[src/pkg/sac_pkg.sv]
// Purpose: shared constants for the converter control block
// Assumes: 20 MHz system clock, classic Wishbone register access
// Notes:   register offsets are byte addresses of aligned 32-bit words
package sac_pkg;

    // register byte offsets
    localparam logic [7:0] OFS_CONTROL_CHANNEL  = 8'h00;
    localparam logic [7:0] OFS_REFERENCE_PINS   = 8'h04;
    localparam logic [7:0] OFS_TIMING_FORMAT    = 8'h08;
    localparam logic [7:0] OFS_RESULT_HIGH      = 8'h0C;
    localparam logic [7:0] OFS_RESULT_LOW       = 8'h10;
    localparam logic [7:0] OFS_STATUS           = 8'h14;

    // control channel fields
    localparam int BIT_CONVERTER_ENABLE  = 0;
    localparam int BIT_TRIGGER           = 1;
    localparam int POS_CHANNEL_SELECT    = 2;
    // reference and pin fields
    localparam int POS_PIN_ANALOG_CONFIG = 0;
    localparam int BIT_VREF_POS          = 4;
    localparam int BIT_VREF_NEG          = 5;
    // timing and format fields
    localparam int POS_CLOCK_SELECT      = 0;
    localparam int POS_ACQ_SELECT        = 3;
    localparam int BIT_RESULT_JUSTIFY    = 7;
    // status fields
    localparam int BIT_DONE_FLAG         = 0;
    localparam int BIT_BUSY              = 1;

    // values after reset
    localparam logic [7:0] RST_CONTROL_CHANNEL = 8'h00;
    localparam logic [1:0] RST_VREF            = 2'h0;
    localparam logic [3:0] RST_PCFG_ANALOG     = 4'h0;
    localparam logic [3:0] RST_PCFG_MIXED      = 4'h7;
    localparam logic [7:0] RST_TIMING_FORMAT   = 8'h00;
    localparam logic [1:0] STRAP_WAIT_CYC      = 2'h3;

    // channel and pin counts
    localparam int           NUM_INPUTS     = 13;
    localparam logic [3:0]   LAST_CHANNEL   = 4'hC;
    localparam logic [3:0]   PCFG_ALL_ANALOG = 4'h2;
    localparam int           RESULT_BITS    = 10;
    localparam logic [3:0]   CONV_LAST_STEP = 4'hA;

    // timing: clock period, internal rc bit period, instruction cycle
    localparam int CLK_PERIOD_NS  = 50;
    localparam int RC_TAD_NS      = 4000;
    localparam int RC_TAD_CYC     = RC_TAD_NS / CLK_PERIOD_NS;
    localparam int TCY_NS         = 200;
    localparam int TCY_CYC        = (TCY_NS + CLK_PERIOD_NS - 1) / CLK_PERIOD_NS;

    typedef enum logic [1:0] {
        SAC_IDLE  = 2'b00,
        SAC_DELAY = 2'b01,
        SAC_ACQ   = 2'b11,
        SAC_CONV  = 2'b10
    } sac_state_type;

endpackage

[src/hw/sac_adc_control.sv]
// Purpose: control logic of a 10-bit successive-approximation converter
// Assumes: classic Wishbone slave, one 20 MHz clock, synchronous low reset
// Notes:   the rc bit clock is a divider of the system clock; it alone runs in sleep
`timescale 1ns/1ns
module sac_adc_control #(
    parameter int RC_DIV  = sac_pkg::RC_TAD_CYC,
    parameter int TCY_DIV = sac_pkg::TCY_CYC
) (
    input  wire logic        sys_clk_i,
    input  wire logic        resetn_i,
    input  wire logic        wb_cyc_i,
    input  wire logic        wb_stb_i,
    input  wire logic        wb_we_i,
    input  wire logic [7:0]  wb_adr_i,
    input  wire logic [3:0]  wb_sel_i,
    input  wire logic [31:0] wb_dat_i,
    output logic      [31:0] wb_dat_o,
    output logic             wb_ack_o,
    input  wire logic        comparator_i,
    input  wire logic        sleep_i,
    input  wire logic        portb_analog_default_i,
    output logic             converter_on_o,
    output logic             sample_o,
    output logic      [9:0]  sar_code_o,
    output logic      [3:0]  channel_select_o,
    output logic             channel_valid_o,
    output logic             vref_neg_ext_o,
    output logic             vref_pos_ext_o,
    output logic      [12:0] pin_analog_o,
    output logic             conversion_done_flag_o
);

    if (RC_DIV < 2 || RC_DIV > 255) begin : g_chk_rc
        $error("RC_DIV must lie in 2..255");
    end
    if (TCY_DIV < 1 || TCY_DIV > 15) begin : g_chk_tcy
        $error("TCY_DIV must lie in 1..15");
    end

    localparam logic [7:0] RC_LAST  = 8'(RC_DIV - 1);
    localparam logic [3:0] TCY_LAST = 4'(TCY_DIV - 1);

    // system clock divide for a clock code; rc codes return zero
    function automatic logic [7:0] sys_div(input logic [2:0] code);
        case (code)
            3'h0:    sys_div = 8'h02;
            3'h1:    sys_div = 8'h08;
            3'h2:    sys_div = 8'h20;
            3'h4:    sys_div = 8'h04;
            3'h5:    sys_div = 8'h10;
            3'h6:    sys_div = 8'h40;
            default: sys_div = 8'h00;
        endcase
    endfunction

    // acquisition length in bit periods
    function automatic logic [4:0] acq_periods(input logic [2:0] code);
        case (code)
            3'h0:    acq_periods = 5'h00;
            3'h1:    acq_periods = 5'h02;
            3'h2:    acq_periods = 5'h04;
            3'h3:    acq_periods = 5'h06;
            3'h4:    acq_periods = 5'h08;
            3'h5:    acq_periods = 5'h0C;
            3'h6:    acq_periods = 5'h10;
            default: acq_periods = 5'h14;
        endcase
    endfunction

    // analog mask: pins below the digital boundary stay analog
    function automatic logic [12:0] analog_mask(input logic [3:0] code);
        logic [3:0] n_dig;
        n_dig = 4'h0;
        analog_mask = '0;
        if (code > sac_pkg::PCFG_ALL_ANALOG) begin
            n_dig = code - sac_pkg::PCFG_ALL_ANALOG;
        end
        for (int i = 0; i < sac_pkg::NUM_INPUTS; i++) begin
            analog_mask[i] = (i < (sac_pkg::NUM_INPUTS - int'(n_dig)));
        end
    endfunction

    // register state
    logic [7:0]  ctl_reg, ctl_next;
    logic [1:0]  vref_reg, vref_next;
    logic [3:0]  pcfg_reg, pcfg_next;
    logic [7:0]  tim_reg, tim_next;
    logic [9:0]  result_reg;
    logic        done_reg, done_next;
    logic        ack_reg;
    logic [31:0] rdata_reg, rdata_next;
    logic [1:0]  strap_wait_reg;
    logic        strap_meta_reg, strap_sync_reg;
    logic        comp_sync_reg;

    // engine state
    sac_pkg::sac_state_type state_reg, state_next;
    logic [7:0]  div_cnt_reg;
    logic [7:0]  rc_cnt_reg;
    logic [3:0]  tcy_cnt_reg;
    logic [4:0]  acq_cnt_reg;
    logic [3:0]  step_reg;
    logic [9:0]  sar_reg;

    // field views
    wire         enable_w     = ctl_reg[sac_pkg::BIT_CONVERTER_ENABLE];
    wire         trigger_w    = ctl_reg[sac_pkg::BIT_TRIGGER];
    wire  [3:0]  chan_w       = ctl_reg[sac_pkg::POS_CHANNEL_SELECT +: 4];
    wire  [2:0]  clk_sel_w    = tim_reg[sac_pkg::POS_CLOCK_SELECT +: 3];
    wire  [2:0]  acq_sel_w    = tim_reg[sac_pkg::POS_ACQ_SELECT +: 3];
    wire         justify_w    = tim_reg[sac_pkg::BIT_RESULT_JUSTIFY];
    wire  [7:0]  div_w        = sys_div(clk_sel_w);
    wire         rc_sel_w     = (div_w == 8'h00);
    wire  [4:0]  acq_len_w    = acq_periods(acq_sel_w);

    // bus decode
    wire         req_w        = wb_cyc_i && wb_stb_i && !ack_reg;
    wire         wr_w         = req_w && wb_we_i && wb_sel_i[0];
    wire  [7:0]  wbyte_w      = wb_dat_i[7:0];
    wire         hit_ctl_w    = (wb_adr_i == sac_pkg::OFS_CONTROL_CHANNEL);
    wire         hit_ref_w    = (wb_adr_i == sac_pkg::OFS_REFERENCE_PINS);
    wire         hit_tim_w    = (wb_adr_i == sac_pkg::OFS_TIMING_FORMAT);
    wire         hit_rhi_w    = (wb_adr_i == sac_pkg::OFS_RESULT_HIGH);
    wire         hit_rlo_w    = (wb_adr_i == sac_pkg::OFS_RESULT_LOW);
    wire         hit_sta_w    = (wb_adr_i == sac_pkg::OFS_STATUS);
    wire         wr_ctl_w     = wr_w && hit_ctl_w;

    wire  [15:0] result_pair_w = justify_w ? {6'h00, result_reg} : {result_reg, 6'h00};

    // bit period tick: rc divider runs free, system divider only awake
    wire         rc_tick_w    = (rc_cnt_reg == RC_LAST);
    wire         sys_tick_w   = !sleep_i && (div_cnt_reg == div_w - 8'h01);
    wire         tad_tick_w   = rc_sel_w ? rc_tick_w : sys_tick_w;
    wire         conv_end_w   = (state_reg == sac_pkg::SAC_CONV) && tad_tick_w
                                && (step_reg == sac_pkg::CONV_LAST_STEP);
    wire         start_w      = wr_ctl_w && wbyte_w[sac_pkg::BIT_TRIGGER]
                                && wbyte_w[sac_pkg::BIT_CONVERTER_ENABLE]
                                && (state_reg == sac_pkg::SAC_IDLE);
    // aborting: module switched off or trigger written low
    wire         abort_w      = wr_ctl_w && (!wbyte_w[sac_pkg::BIT_CONVERTER_ENABLE]
                                || !wbyte_w[sac_pkg::BIT_TRIGGER]);

    always_comb begin
        ctl_next = ctl_reg;
        if (wr_ctl_w) begin
            ctl_next = {2'b00, wbyte_w[5:0]};
            if (!wbyte_w[sac_pkg::BIT_CONVERTER_ENABLE] || state_reg != sac_pkg::SAC_IDLE) begin
                ctl_next[sac_pkg::BIT_TRIGGER] = trigger_w && wbyte_w[sac_pkg::BIT_TRIGGER]
                                                 && wbyte_w[sac_pkg::BIT_CONVERTER_ENABLE];
            end
        end
        if (conv_end_w) begin
            ctl_next[sac_pkg::BIT_TRIGGER] = 1'b0;
        end
    end

    // other registers next value
    always_comb begin
        vref_next = vref_reg;
        pcfg_next = pcfg_reg;
        tim_next  = tim_reg;
        done_next = done_reg;
        if (wr_w && hit_ref_w) begin
            vref_next = wbyte_w[5:4];
            pcfg_next = wbyte_w[3:0];
        end
        if (strap_wait_reg == 2'h1) begin
            pcfg_next = strap_sync_reg ? sac_pkg::RST_PCFG_ANALOG : sac_pkg::RST_PCFG_MIXED;
        end
        if (wr_w && hit_tim_w) begin
            tim_next = {wbyte_w[7], 1'b0, wbyte_w[5:0]};
        end
        // done flag: write one clears, completion sets and wins
        if (wr_w && hit_sta_w && wbyte_w[sac_pkg::BIT_DONE_FLAG]) begin
            done_next = 1'b0;
        end
        if (conv_end_w) begin
            done_next = 1'b1;
        end
    end

    // read data mux
    always_comb begin
        rdata_next = 32'h0000_0000;
        if (hit_ctl_w) begin
            rdata_next[7:0] = ctl_reg;
        end else if (hit_ref_w) begin
            rdata_next[7:0] = {2'b00, vref_reg, pcfg_reg};
        end else if (hit_tim_w) begin
            rdata_next[7:0] = tim_reg;
        end else if (hit_rhi_w) begin
            rdata_next[7:0] = result_pair_w[15:8];
        end else if (hit_rlo_w) begin
            rdata_next[7:0] = result_pair_w[7:0];
        end else if (hit_sta_w) begin
            rdata_next[sac_pkg::BIT_DONE_FLAG] = done_reg;
            rdata_next[sac_pkg::BIT_BUSY]      = (state_reg != sac_pkg::SAC_IDLE);
        end
    end

    // conversion sequencer
    always_comb begin
        state_next = state_reg;
        case (state_reg)
            sac_pkg::SAC_IDLE: begin
                if (start_w) begin
                    // rc source waits an instruction cycle
                    if (rc_sel_w) begin
                        state_next = sac_pkg::SAC_DELAY;
                    end else if (acq_len_w != 5'h00) begin
                        state_next = sac_pkg::SAC_ACQ;
                    end else begin
                        state_next = sac_pkg::SAC_CONV;
                    end
                end
            end
            sac_pkg::SAC_DELAY: begin
                if (tcy_cnt_reg == TCY_LAST) begin
                    state_next = (acq_len_w != 5'h00) ? sac_pkg::SAC_ACQ : sac_pkg::SAC_CONV;
                end
            end
            sac_pkg::SAC_ACQ: begin
                if (tad_tick_w && acq_cnt_reg == acq_len_w - 5'h01) begin
                    state_next = sac_pkg::SAC_CONV;
                end
            end
            sac_pkg::SAC_CONV: begin
                if (conv_end_w) begin
                    state_next = sac_pkg::SAC_IDLE;
                end
            end
            default: state_next = sac_pkg::SAC_IDLE;
        endcase
        if (abort_w) begin
            state_next = sac_pkg::SAC_IDLE;
        end
    end

    // synchronisers for pins; the comparator answers a trial code launched on this
    // clock, so one register: a second would outlast a two-cycle bit period
    always_ff @(posedge sys_clk_i) begin
        comp_sync_reg  <= comparator_i;
        strap_meta_reg <= portb_analog_default_i;
        strap_sync_reg <= strap_meta_reg;
    end

    always_ff @(posedge sys_clk_i) begin
        if (!resetn_i) begin
            ctl_reg        <= sac_pkg::RST_CONTROL_CHANNEL;
            vref_reg       <= sac_pkg::RST_VREF;
            pcfg_reg       <= sac_pkg::RST_PCFG_ANALOG;
            tim_reg        <= sac_pkg::RST_TIMING_FORMAT;
            done_reg       <= 1'b0;
            strap_wait_reg <= sac_pkg::STRAP_WAIT_CYC;
            ack_reg        <= 1'b0;
            rdata_reg      <= 32'h0000_0000;
        end else begin
            ctl_reg        <= ctl_next;
            vref_reg       <= vref_next;
            pcfg_reg       <= pcfg_next;
            tim_reg        <= tim_next;
            done_reg       <= done_next;
            ack_reg        <= req_w;
            rdata_reg      <= rdata_next;
            if (strap_wait_reg != 2'h0) begin
                strap_wait_reg <= strap_wait_reg - 2'h1;
            end
        end
    end

    always_ff @(posedge sys_clk_i) begin
        if (!resetn_i) begin
            state_reg <= sac_pkg::SAC_IDLE;
        end else begin
            state_reg <= state_next;
        end
    end

    // bit period dividers; system divider restarts with each conversion
    always_ff @(posedge sys_clk_i) begin
        if (!resetn_i || rc_tick_w) begin
            rc_cnt_reg <= 8'h00;
        end else begin
            rc_cnt_reg <= rc_cnt_reg + 8'h01;
        end
    end

    always_ff @(posedge sys_clk_i) begin
        if (!resetn_i || state_reg == sac_pkg::SAC_IDLE || sys_tick_w) begin
            div_cnt_reg <= 8'h00;
        end else if (!sleep_i) begin
            div_cnt_reg <= div_cnt_reg + 8'h01;
        end
    end

    // instruction cycle delay and acquisition counters
    always_ff @(posedge sys_clk_i) begin
        if (!resetn_i || state_reg != sac_pkg::SAC_DELAY) begin
            tcy_cnt_reg <= 4'h0;
        end else begin
            tcy_cnt_reg <= tcy_cnt_reg + 4'h1;
        end
    end

    always_ff @(posedge sys_clk_i) begin
        if (!resetn_i || state_reg != sac_pkg::SAC_ACQ) begin
            acq_cnt_reg <= 5'h00;
        end else if (tad_tick_w) begin
            acq_cnt_reg <= acq_cnt_reg + 5'h01;
        end
    end

    always_ff @(posedge sys_clk_i) begin
        if (!resetn_i || state_reg != sac_pkg::SAC_CONV) begin
            step_reg <= 4'h0;
            sar_reg  <= 10'h200;
        end else if (tad_tick_w && step_reg != sac_pkg::CONV_LAST_STEP) begin
            step_reg <= step_reg + 4'h1;
            // comparator high keeps the trial bit, next lower bit tried
            sar_reg[4'd9 - step_reg] <= comp_sync_reg;
            if (step_reg != 4'h9) begin
                sar_reg[4'd8 - step_reg] <= 1'b1;
            end
        end
    end

    // result has no reset; loaded at completion
    always_ff @(posedge sys_clk_i) begin
        if (conv_end_w) begin
            result_reg <= sar_reg;
        end
    end

    // outputs
    assign wb_ack_o               = ack_reg;
    assign wb_dat_o               = rdata_reg;
    assign converter_on_o         = enable_w;
    assign sample_o               = enable_w && (state_reg != sac_pkg::SAC_CONV);
    assign sar_code_o             = sar_reg;
    assign channel_select_o       = chan_w;
    assign channel_valid_o        = (chan_w <= sac_pkg::LAST_CHANNEL);
    assign vref_neg_ext_o         = vref_reg[1];
    assign vref_pos_ext_o         = vref_reg[0];
    assign pin_analog_o           = analog_mask(pcfg_reg);
    assign conversion_done_flag_o = done_reg;

endmodule

[config.mk]
export PLATFORM = sky130hd
export DESIGN_NAME = sac_adc_control
export DESIGN_NICKNAME = d
export VERILOG_FILES = /design/src/pkg/sac_pkg.sv /design/src/hw/sac_adc_control.sv
export SDC_FILE = /design/constraint.sdc
export NUM_CORES = 1
export LEC_CHECK = 0
export ABC_AREA = 1
export BUFFER_PORTS_ARGS = -buffer_cell sky130_fd_sc_hd__buf_2
export CELL_PAD_IN_SITES_DETAIL_PLACEMENT = 2
export CELL_PAD_IN_SITES_GLOBAL_PLACEMENT = 2
export CORE_MARGIN = 10
export CORE_UTILIZATION = 32
export DETAILED_ROUTE_END_ITERATION = 10
export PLACE_DENSITY = 0.83
export SKIP_CTS_REPAIR_TIMING = 1
export SYNTH_ARGS = -nofsm -noshare
export SYNTH_HDL_FRONTEND = slang
export SYNTH_SLANG_ARGS = --single-unit
[constraint.sdc]
create_clock -name sys_clk_i -period 3 [get_ports sys_clk_i]
set_clock_uncertainty 0.15 [all_clocks]
set_input_delay 0.3 -clock sys_clk_i [delete_from_list [all_inputs] [get_ports sys_clk_i]]
set_output_delay 0.3 -clock sys_clk_i [all_outputs]
set_load 0.005 [all_outputs]
==> qor.txt, run 1 <==
P&R area growth vs syn: 15.5%
starting density of the core: 32.7%
Ys Warns: 0
worst-margin pin slew: 0.611 ns
initial antenna violation count: 0
Highest Clock Rate: 0.358 GHz
largest net degree at the start of global routing: 27
Skew-Pair Late Insertion Delay: 0.35 ns
DRT antenna net count: 0
Buffers on Ports: 65
final period utilization: 93.1%
via count: 4578
reg2reg path depth: 12
largest stage delay on the critical path: 0.40 ns
ys async rst share: 0%
hold depth: 3
CP delay by family, top: adder cells
Max IR drop VDD: 0.222 mV
Cell Area, Synth: 0.00477 mm^2
max_cap viols: 0
Setup CP Type: flip-flop to output pin
vias per cell: 5.01
HP Class: input port to flip-flop
placed cell count: 895
WL final: 15800 um
fill cell count: 1736
DR pass1 iterations: 4
crit path launch type: flip-flop
Root Buffer: clkbuf_16
crit path time final: 2.79 ns
IO Count: 118
H-tree Lvls: 3
first-pass GRT wire length: 26000 um
Final setup viols: 0
die height: 142 um
worst path cell trace: inv_1 -> ha_1 -> nor2_4 -> ha_1 -> xor2_1 -> inv_1 -> nor2_1 -> inv_1 -> a21oi_1 -> buf_2
Worst-path clk slew: 0.07 ns
Cell Rows: 44
Seq cells post-synth: 85
main flop type after synthesis: dfxtp_1
Final Hold Viols: 0
share of post-route cells with drive strength above 1: 15.6%
CTS Sinks: 85
Core Box Area: 0.0146 mm^2
Post-Layout Cell Count: 914
setup TNS: 0 ns
total gr overflow: 0
TritonCTS Buffers: 9
Mapped Avg Cell Area: 7.24 um^2
Power Density: 485 mW/mm^2
Worst path slowest cell: dfxtp_2
CTS tree: done
Slew HR: 59.0%
detailed placer's ending HPWL: 12100 um
Max clock buf depth: 2
number of synthesized flops with an enable pin: 10
Nets: 796
post-synthesis cell count: 658
gpl congestion: 0.841
P_leak: 2.32 nW
vias in the first global route: 5086
total track usage: 15.7%
chip width: 142 um
Critical Path AT: 2.34 ns
register area share after synthesis: 37.8%
drt drc: 0
Final Slew Violations: 0
Crit. End Element: output pin
CP Depth: 10
Synth cell types: 46
RSZ-0062 raised after global routing: false
Avg WL per Cell: 17.3 um
die area: 0.0202 mm^2
Crit path top cell by count: inv_1
Worst EP required: 2.55 ns
Bufs and invs on worst path: 4
outcome: complete, no violations
worst-path maximum fanout: 6
initial DRC count: 231
worst reg2reg max path, stage by stage (launching register included):
cell	delay, ns
dfxtp_1	0.58
nand2_2	0.16
inv_2	0.12
nand2_2	0.05
nand2_1	0.05
nand2_1	0.06
nor2_2	0.09
nand3_2	0.10
nand2_4	0.12
nand2_8	0.09
inv_4	0.11
nand3_1	0.16
inv_1	0.36
synth_stat cells, types with 6 or more instances:
library cell | count | area, um^2
a21oi_1 | 49 | 245
a21oi_2 | 6 | 52.6
buf_4 | 28 | 210
dfxtp_1 | 75 | 1500
edfxtp_1 | 10 | 300
ha_1 | 20 | 250
inv_1 | 84 | 315
nand2_1 | 138 | 518
nand3_1 | 33 | 165
nor2_1 | 75 | 282
nor3_1 | 15 | 75.1
o21ai_0 | 45 | 225
xor2_1 | 11 | 96.3
layer usage:
metal / share of wire, % / vias up / GRT usage (%)
li1: - / 2206 / -
met1: 42 / 2269 / 17.3
met2: 52 / 81 / 28.6
met3: 4.5 / 22 / 3.47
met4: 2.0 / 0 / 6.08
met5: 0 / - / 0
power by group:
part,internal (mW),switching (mW)
logic,0.0853,0.168
registers,1.17,0.0181
clock network,0.725,0.508
worst paths after layout:
kind,start,endpoint,slack (ns)
setup / recovery,pcfg_reg[1],pin_analog_o[8],0.21
hold / removal,sleep_i,div_cnt_reg[1],0.06
setup reg to reg,tim_reg[1],result_reg[4],0.46
hold reg to reg,strap_meta_reg,strap_sync_reg,0.19
logic make-up after synthesis:
group	share of synthesized area [%]
muxes	0.210
xor gates and xnor gates	2.76
other	0.0787
and+or+nand+nor	25.9
AOI/OAI and AO/OA	15.2
adders and majority gates	5.25
buffers and inverters	12.8
DFF	37.8
final cells by class:
cell class	count	area [um^2]	area share, %
sequential	85	1800	32.7
clock buffer	11	264	4.79
multi-input combinational	471	2460	44.6
inverter	89	337	6.11
tap	184	230	4.18
clock inverter	5	61.3	1.11
antenna	1	2.50	0.0454
timing repair buffer	68	353	6.41
layout by cell type, fill, tap and decap left out, drive strengths merged, types with 15 or more instances in the layout:
master,count
nor3,15
o21ai,51
nand2,145
a21oi,55
nor2,80
nand3,34
ha,20
inv,88
dfxtp,75
buf,66
conb,24
stage by stage:
step	setup slack [ns]	util (%)	total power, mW	instance area, um^2	hold WS, ns
after floorplan	0.750	-	1.37	4850	0.160
after global placement	0.487	35.3	1.43	5140	0.163
after detailed placement	0.307	35.3	1.45	5140	0.163
after CTS	-0.0853	37.5	2.69	5470	-0.110
after global routing	0.0346	37.7	2.77	5500	0.0720
final	0.207	37.7	2.67	5510	0.0565
(Power assumes the default switching activity.)
==> run 2: changes to the inputs <==
--- a/config.mk
+++ b/config.mk
@@ -5,14 +5,15 @@
 export SDC_FILE = /design/constraint.sdc
 export NUM_CORES = 1
 export LEC_CHECK = 0
-export ABC_AREA = 1
+export ABC_AREA = 0
 export BUFFER_PORTS_ARGS = -buffer_cell sky130_fd_sc_hd__buf_2
 export CELL_PAD_IN_SITES_DETAIL_PLACEMENT = 2
 export CELL_PAD_IN_SITES_GLOBAL_PLACEMENT = 2
 export CORE_MARGIN = 10
-export CORE_UTILIZATION = 32
+export CORE_UTILIZATION = 35
+export CTS_BUF_LIST = sky130_fd_sc_hd__clkbuf_8
 export DETAILED_ROUTE_END_ITERATION = 10
-export PLACE_DENSITY = 0.83
+export PLACE_DENSITY = 0.84
 export SKIP_CTS_REPAIR_TIMING = 1
 export SYNTH_ARGS = -nofsm -noshare
 export SYNTH_HDL_FRONTEND = slang
==> run 2 against run 1 <==
Global-route usage is 0.67 points higher. Critical endpoint unchanged. First-iteration DRC count fell by 29%. Clock-buffer cell count decreased by 1. Flip-flop and latch count stayed put. Highest routed layer unchanged.
==> qor.txt, run 2 <==
Critical R2R Launch: tim_reg[0] (was tim_reg[1])
Core Box Area: 0.0138 mm^2 (was 0.0146 mm^2)
Final Slew Violations: 0 (unchanged)
Final Hold Viols: 0 (unchanged)
Yosys top cell area share: 30.8% (was 31.5%)
Worst EP required: 2.55 ns (about the same)
commonest non-fill, non-tap cells in the layout: dfxtp_1, buf_2, nor2_1, nand2_1, a21oi_1 (was nand2_1, inv_1, dfxtp_1, nor2_1, buf_2)
drt drc: 0 (unchanged)
WL final: 15800 um (about the same)
CP delay by family, top: adder cells (unchanged)
register area share after synthesis: 37.0% (was 37.8%)
IO Count: 118 (unchanged)
Buffers on Ports: 65 (unchanged)
worst path cell trace: inv_1 -> ha_1 -> a21oi_4 -> ha_2 -> xor2_2 -> or2_2 -> a21oi_1 -> buf_2 (was inv_1 -> ha_1 -> nor2_4 -> ha_1 -> xor2_1 -> inv_1 -> nor2_1 -> inv_1 -> a21oi_1 -> buf_2)
RSZ-0062 raised after global routing: false (unchanged)
Bufs and invs on worst path: 2 (was 4)
most frequent cell after synthesis: dfxtp_1 (was nand2_1)
largest stage delay on the critical path: 0.40 ns (about the same)
TritonCTS Buffers: 9 (unchanged)
top cells by area, synth: dfxtp_1, edfxtp_1, ha_1, mux2i_1, buf_4 (was dfxtp_1, nand2_1, inv_1, edfxtp_1, nor2_1)
Area after DPL: 0.00526 mm^2 (was 0.00514 mm^2)
post-synthesis adder-cell area fraction: 5.13% (was 5.25%)
outcome: complete, no violations (unchanged)
mux share of post-synthesis cell area: 6.60% (was 0.210%)
placed cell count: 785 (was 895)
ys async rst share: 0% (unchanged)
die area: 0.0190 mm^2 (was 0.0202 mm^2)
starting density of the core: 35.4% (was 32.7%)
total track usage: 16.4% (was 15.7%)
Cell Area, Synth: 0.00487 mm^2 (was 0.00477 mm^2)
Finished Core Util: 39.9% (was 37.7%)
Max IR drop VDD: 0.193 mV (was 0.222 mV)
P&R area growth vs syn: 12.8% (was 15.5%)
die height: 138 um (was 142 um)
post-synthesis cell count: 563 (was 658)
Critical Path AT: 2.40 ns (was 2.34 ns)
final period utilization: 95.0% (was 93.1%)
Post-Layout Cell Count: 803 (was 914)
max_cap viols: 0 (unchanged)
DR pass1 iterations: 4 (unchanged)
Seq cells post-synth: 85 (unchanged)
Crit. End Element: output pin (unchanged)
total power: 2.35 mW (was 2.67 mW)
DRT antenna net count: 0 (unchanged)
number of synthesized flops with an enable pin: 10 (unchanged)
Cell Rows: 43 (was 44)
Highest Clock Rate: 0.351 GHz (was 0.358 GHz)
Root Buffer: clkbuf_8 (was clkbuf_16)
detailed placer's ending HPWL: 12100 um (about the same)
P_leak: 2.26 nW (was 2.32 nW)
post-route cell area: 0.00550 mm^2 (was 0.00551 mm^2)
vias per cell: 5.34 (was 5.01)
Worst path slowest cell: dfxtp_4 (was dfxtp_2)
largest net degree at the start of global routing: 38 (was 27)
initial DRC count: 163 (was 231)
chip width: 138 um (was 142 um)
first-pass GRT wire length: 26200 um (was 26000 um)
H-tree Lvls: 3 (unchanged)
worst-margin pin slew: 0.731 ns (was 0.611 ns)
simple logic cell fraction of the synthesized area: 22.0% (was 25.9%)
Nets: 690 (was 796)
crit path launch type: flip-flop (unchanged)
Ys Warns: 0 (unchanged)
share of post-route cells with drive strength above 1: 17.2% (was 15.6%)
ant diodes: 0 (was 1)
most frequent cells after synthesis: dfxtp_1, nor2_1, nand2_1 (was nand2_1, inv_1, dfxtp_1, nor2_1, a21oi_1)
Final setup viols: 0 (unchanged)
CTS Sinks: 85 (unchanged)
Power Density: 427 mW/mm^2 (was 485 mW/mm^2)
vias in the first global route: 4841 (was 5086)
HP Class: input port to flip-flop (unchanged)
Slew HR: 50.9% (was 59.0%)
XOR/XNOR Fraction of Synth Area: 4.49% (was 2.76%)
post-synthesis compound-gate area fraction: 16.5% (was 15.2%)
Avg WL per Cell: 19.6 um (was 17.3 um)
initial antenna violation count: 0 (unchanged)
via count: 4290 (was 4578)
Mapped Avg Cell Area: 8.66 um^2 (was 7.24 um^2)
Setup CP Type: flip-flop to output pin (unchanged)
hold_sp: wb_cyc_i (was sleep_i)
total gr overflow: 0 (unchanged)
Skew-Pair Late Insertion Delay: 0.38 ns (was 0.35 ns)
Worst-path clk slew: 0.09 ns (was 0.07 ns)
largest family of logic cells by synthesized area: simple AND/OR/NAND/NOR gates (unchanged)
cell taking the most area after synthesis: dfxtp_1 (unchanged)
setup TNS: 0 ns (unchanged)
worst-path maximum fanout: 7 (was 6)
most common cell after layout, fill and taps aside: dfxtp_1 (was nand2_1)
main flop type after synthesis: dfxtp_1 (unchanged)
Synth cell types: 61 (was 46)
CTS tree: done (unchanged)
gpl congestion: 0.865 (was 0.841)
Max clock buf depth: 2 (unchanged)
Worst Setup SP: pcfg_reg[1] (unchanged)
crit path time final: 2.85 ns (was 2.79 ns)
## run 2: changes by cell type after synthesis, moves of 16 or more
cell / before / now
nand2_1: 138 / 46
inv_1: 84 / 20
nor2_1: 75 / 47
o21ai_0: 45 / 17
mux2i_1: 1 / 25
nor2b_1: 0 / 23
clkbuf_1: 5 / 21
nand3_1: 33 / 17
## run 2: cell type report
cell class              count  area [um^2]
clock buffers              10          138
clock inverters             6         53.8
fillers                  1586         8280
inverters                  20         75.1
multi-input cells         425         2780
flip-flops and latches     85         1810
well taps                 180          225
repair buffers             77          420
## run 2: cell families (layout without fill, tap and decap cells)
family                   count (synthesis)  in the layout
AND/OR/NAND/NOR                        205            205
AO/OA/AOI/OAI                          121            121
flip-flops                              85             85
buffers and inverters                   76            113
multiplexers                            30             30
XOR/XNOR                                25             25
adder cells (fa/ha/maj)                 20             20
other                                    1             24
## run 2: power breakdown
group,switching [mW],internal (mW),leakage [nW]
registers,0.0235,1.17,0.701
clock network,0.431,0.400,0.109
logic,0.186,0.139,1.45
## run 2: metrics by stage
stage          setup slack, ns  hold WS [ns]
6_report                 0.150        0.0442
3_5_place_dp             0.219         0.169
3_3_place_gp             0.411         0.164
5_1_grt                 0.0300        0.0791
4_1_cts                 -0.216        -0.139
2_1_floorplan            0.580         0.160
## run 2: path summary, 6_finish.rpt
| path | end | slack [ns] | cells past startpoint |
|---|---|---|---|
| worst max-delay path | pin_analog_o[8] | 0.15 | 8 |
| worst min-delay path | wb_ack_o | 0.04 | 3 |
| worst max register to register | result_reg[3] | 0.39 | 6 |
| worst min register to register | strap_sync_reg | 0.18 | 0 |
## run 2: worst register-to-register path: cells and delay by family (launching register included)
| family | cells | cell delay, ns |
|---|---|---|
| AOI/OAI and AO/OA | 3 | 1.01 |
| DFF | 1 | 0.54 |
| buffers and inverters | 2 | 0.46 |
| and+or+nand+nor | 1 | 0.15 |
## run 2: per-layer routing
metal  GRT usage [%]  vias up  part of all wire, %
met4            5.94        0                  2.2
met2            29.2       85                   52
met3            3.70       26                  3.5
met5               0        -                    0
li1                -     2042                    -
met1            18.7     2137                   43
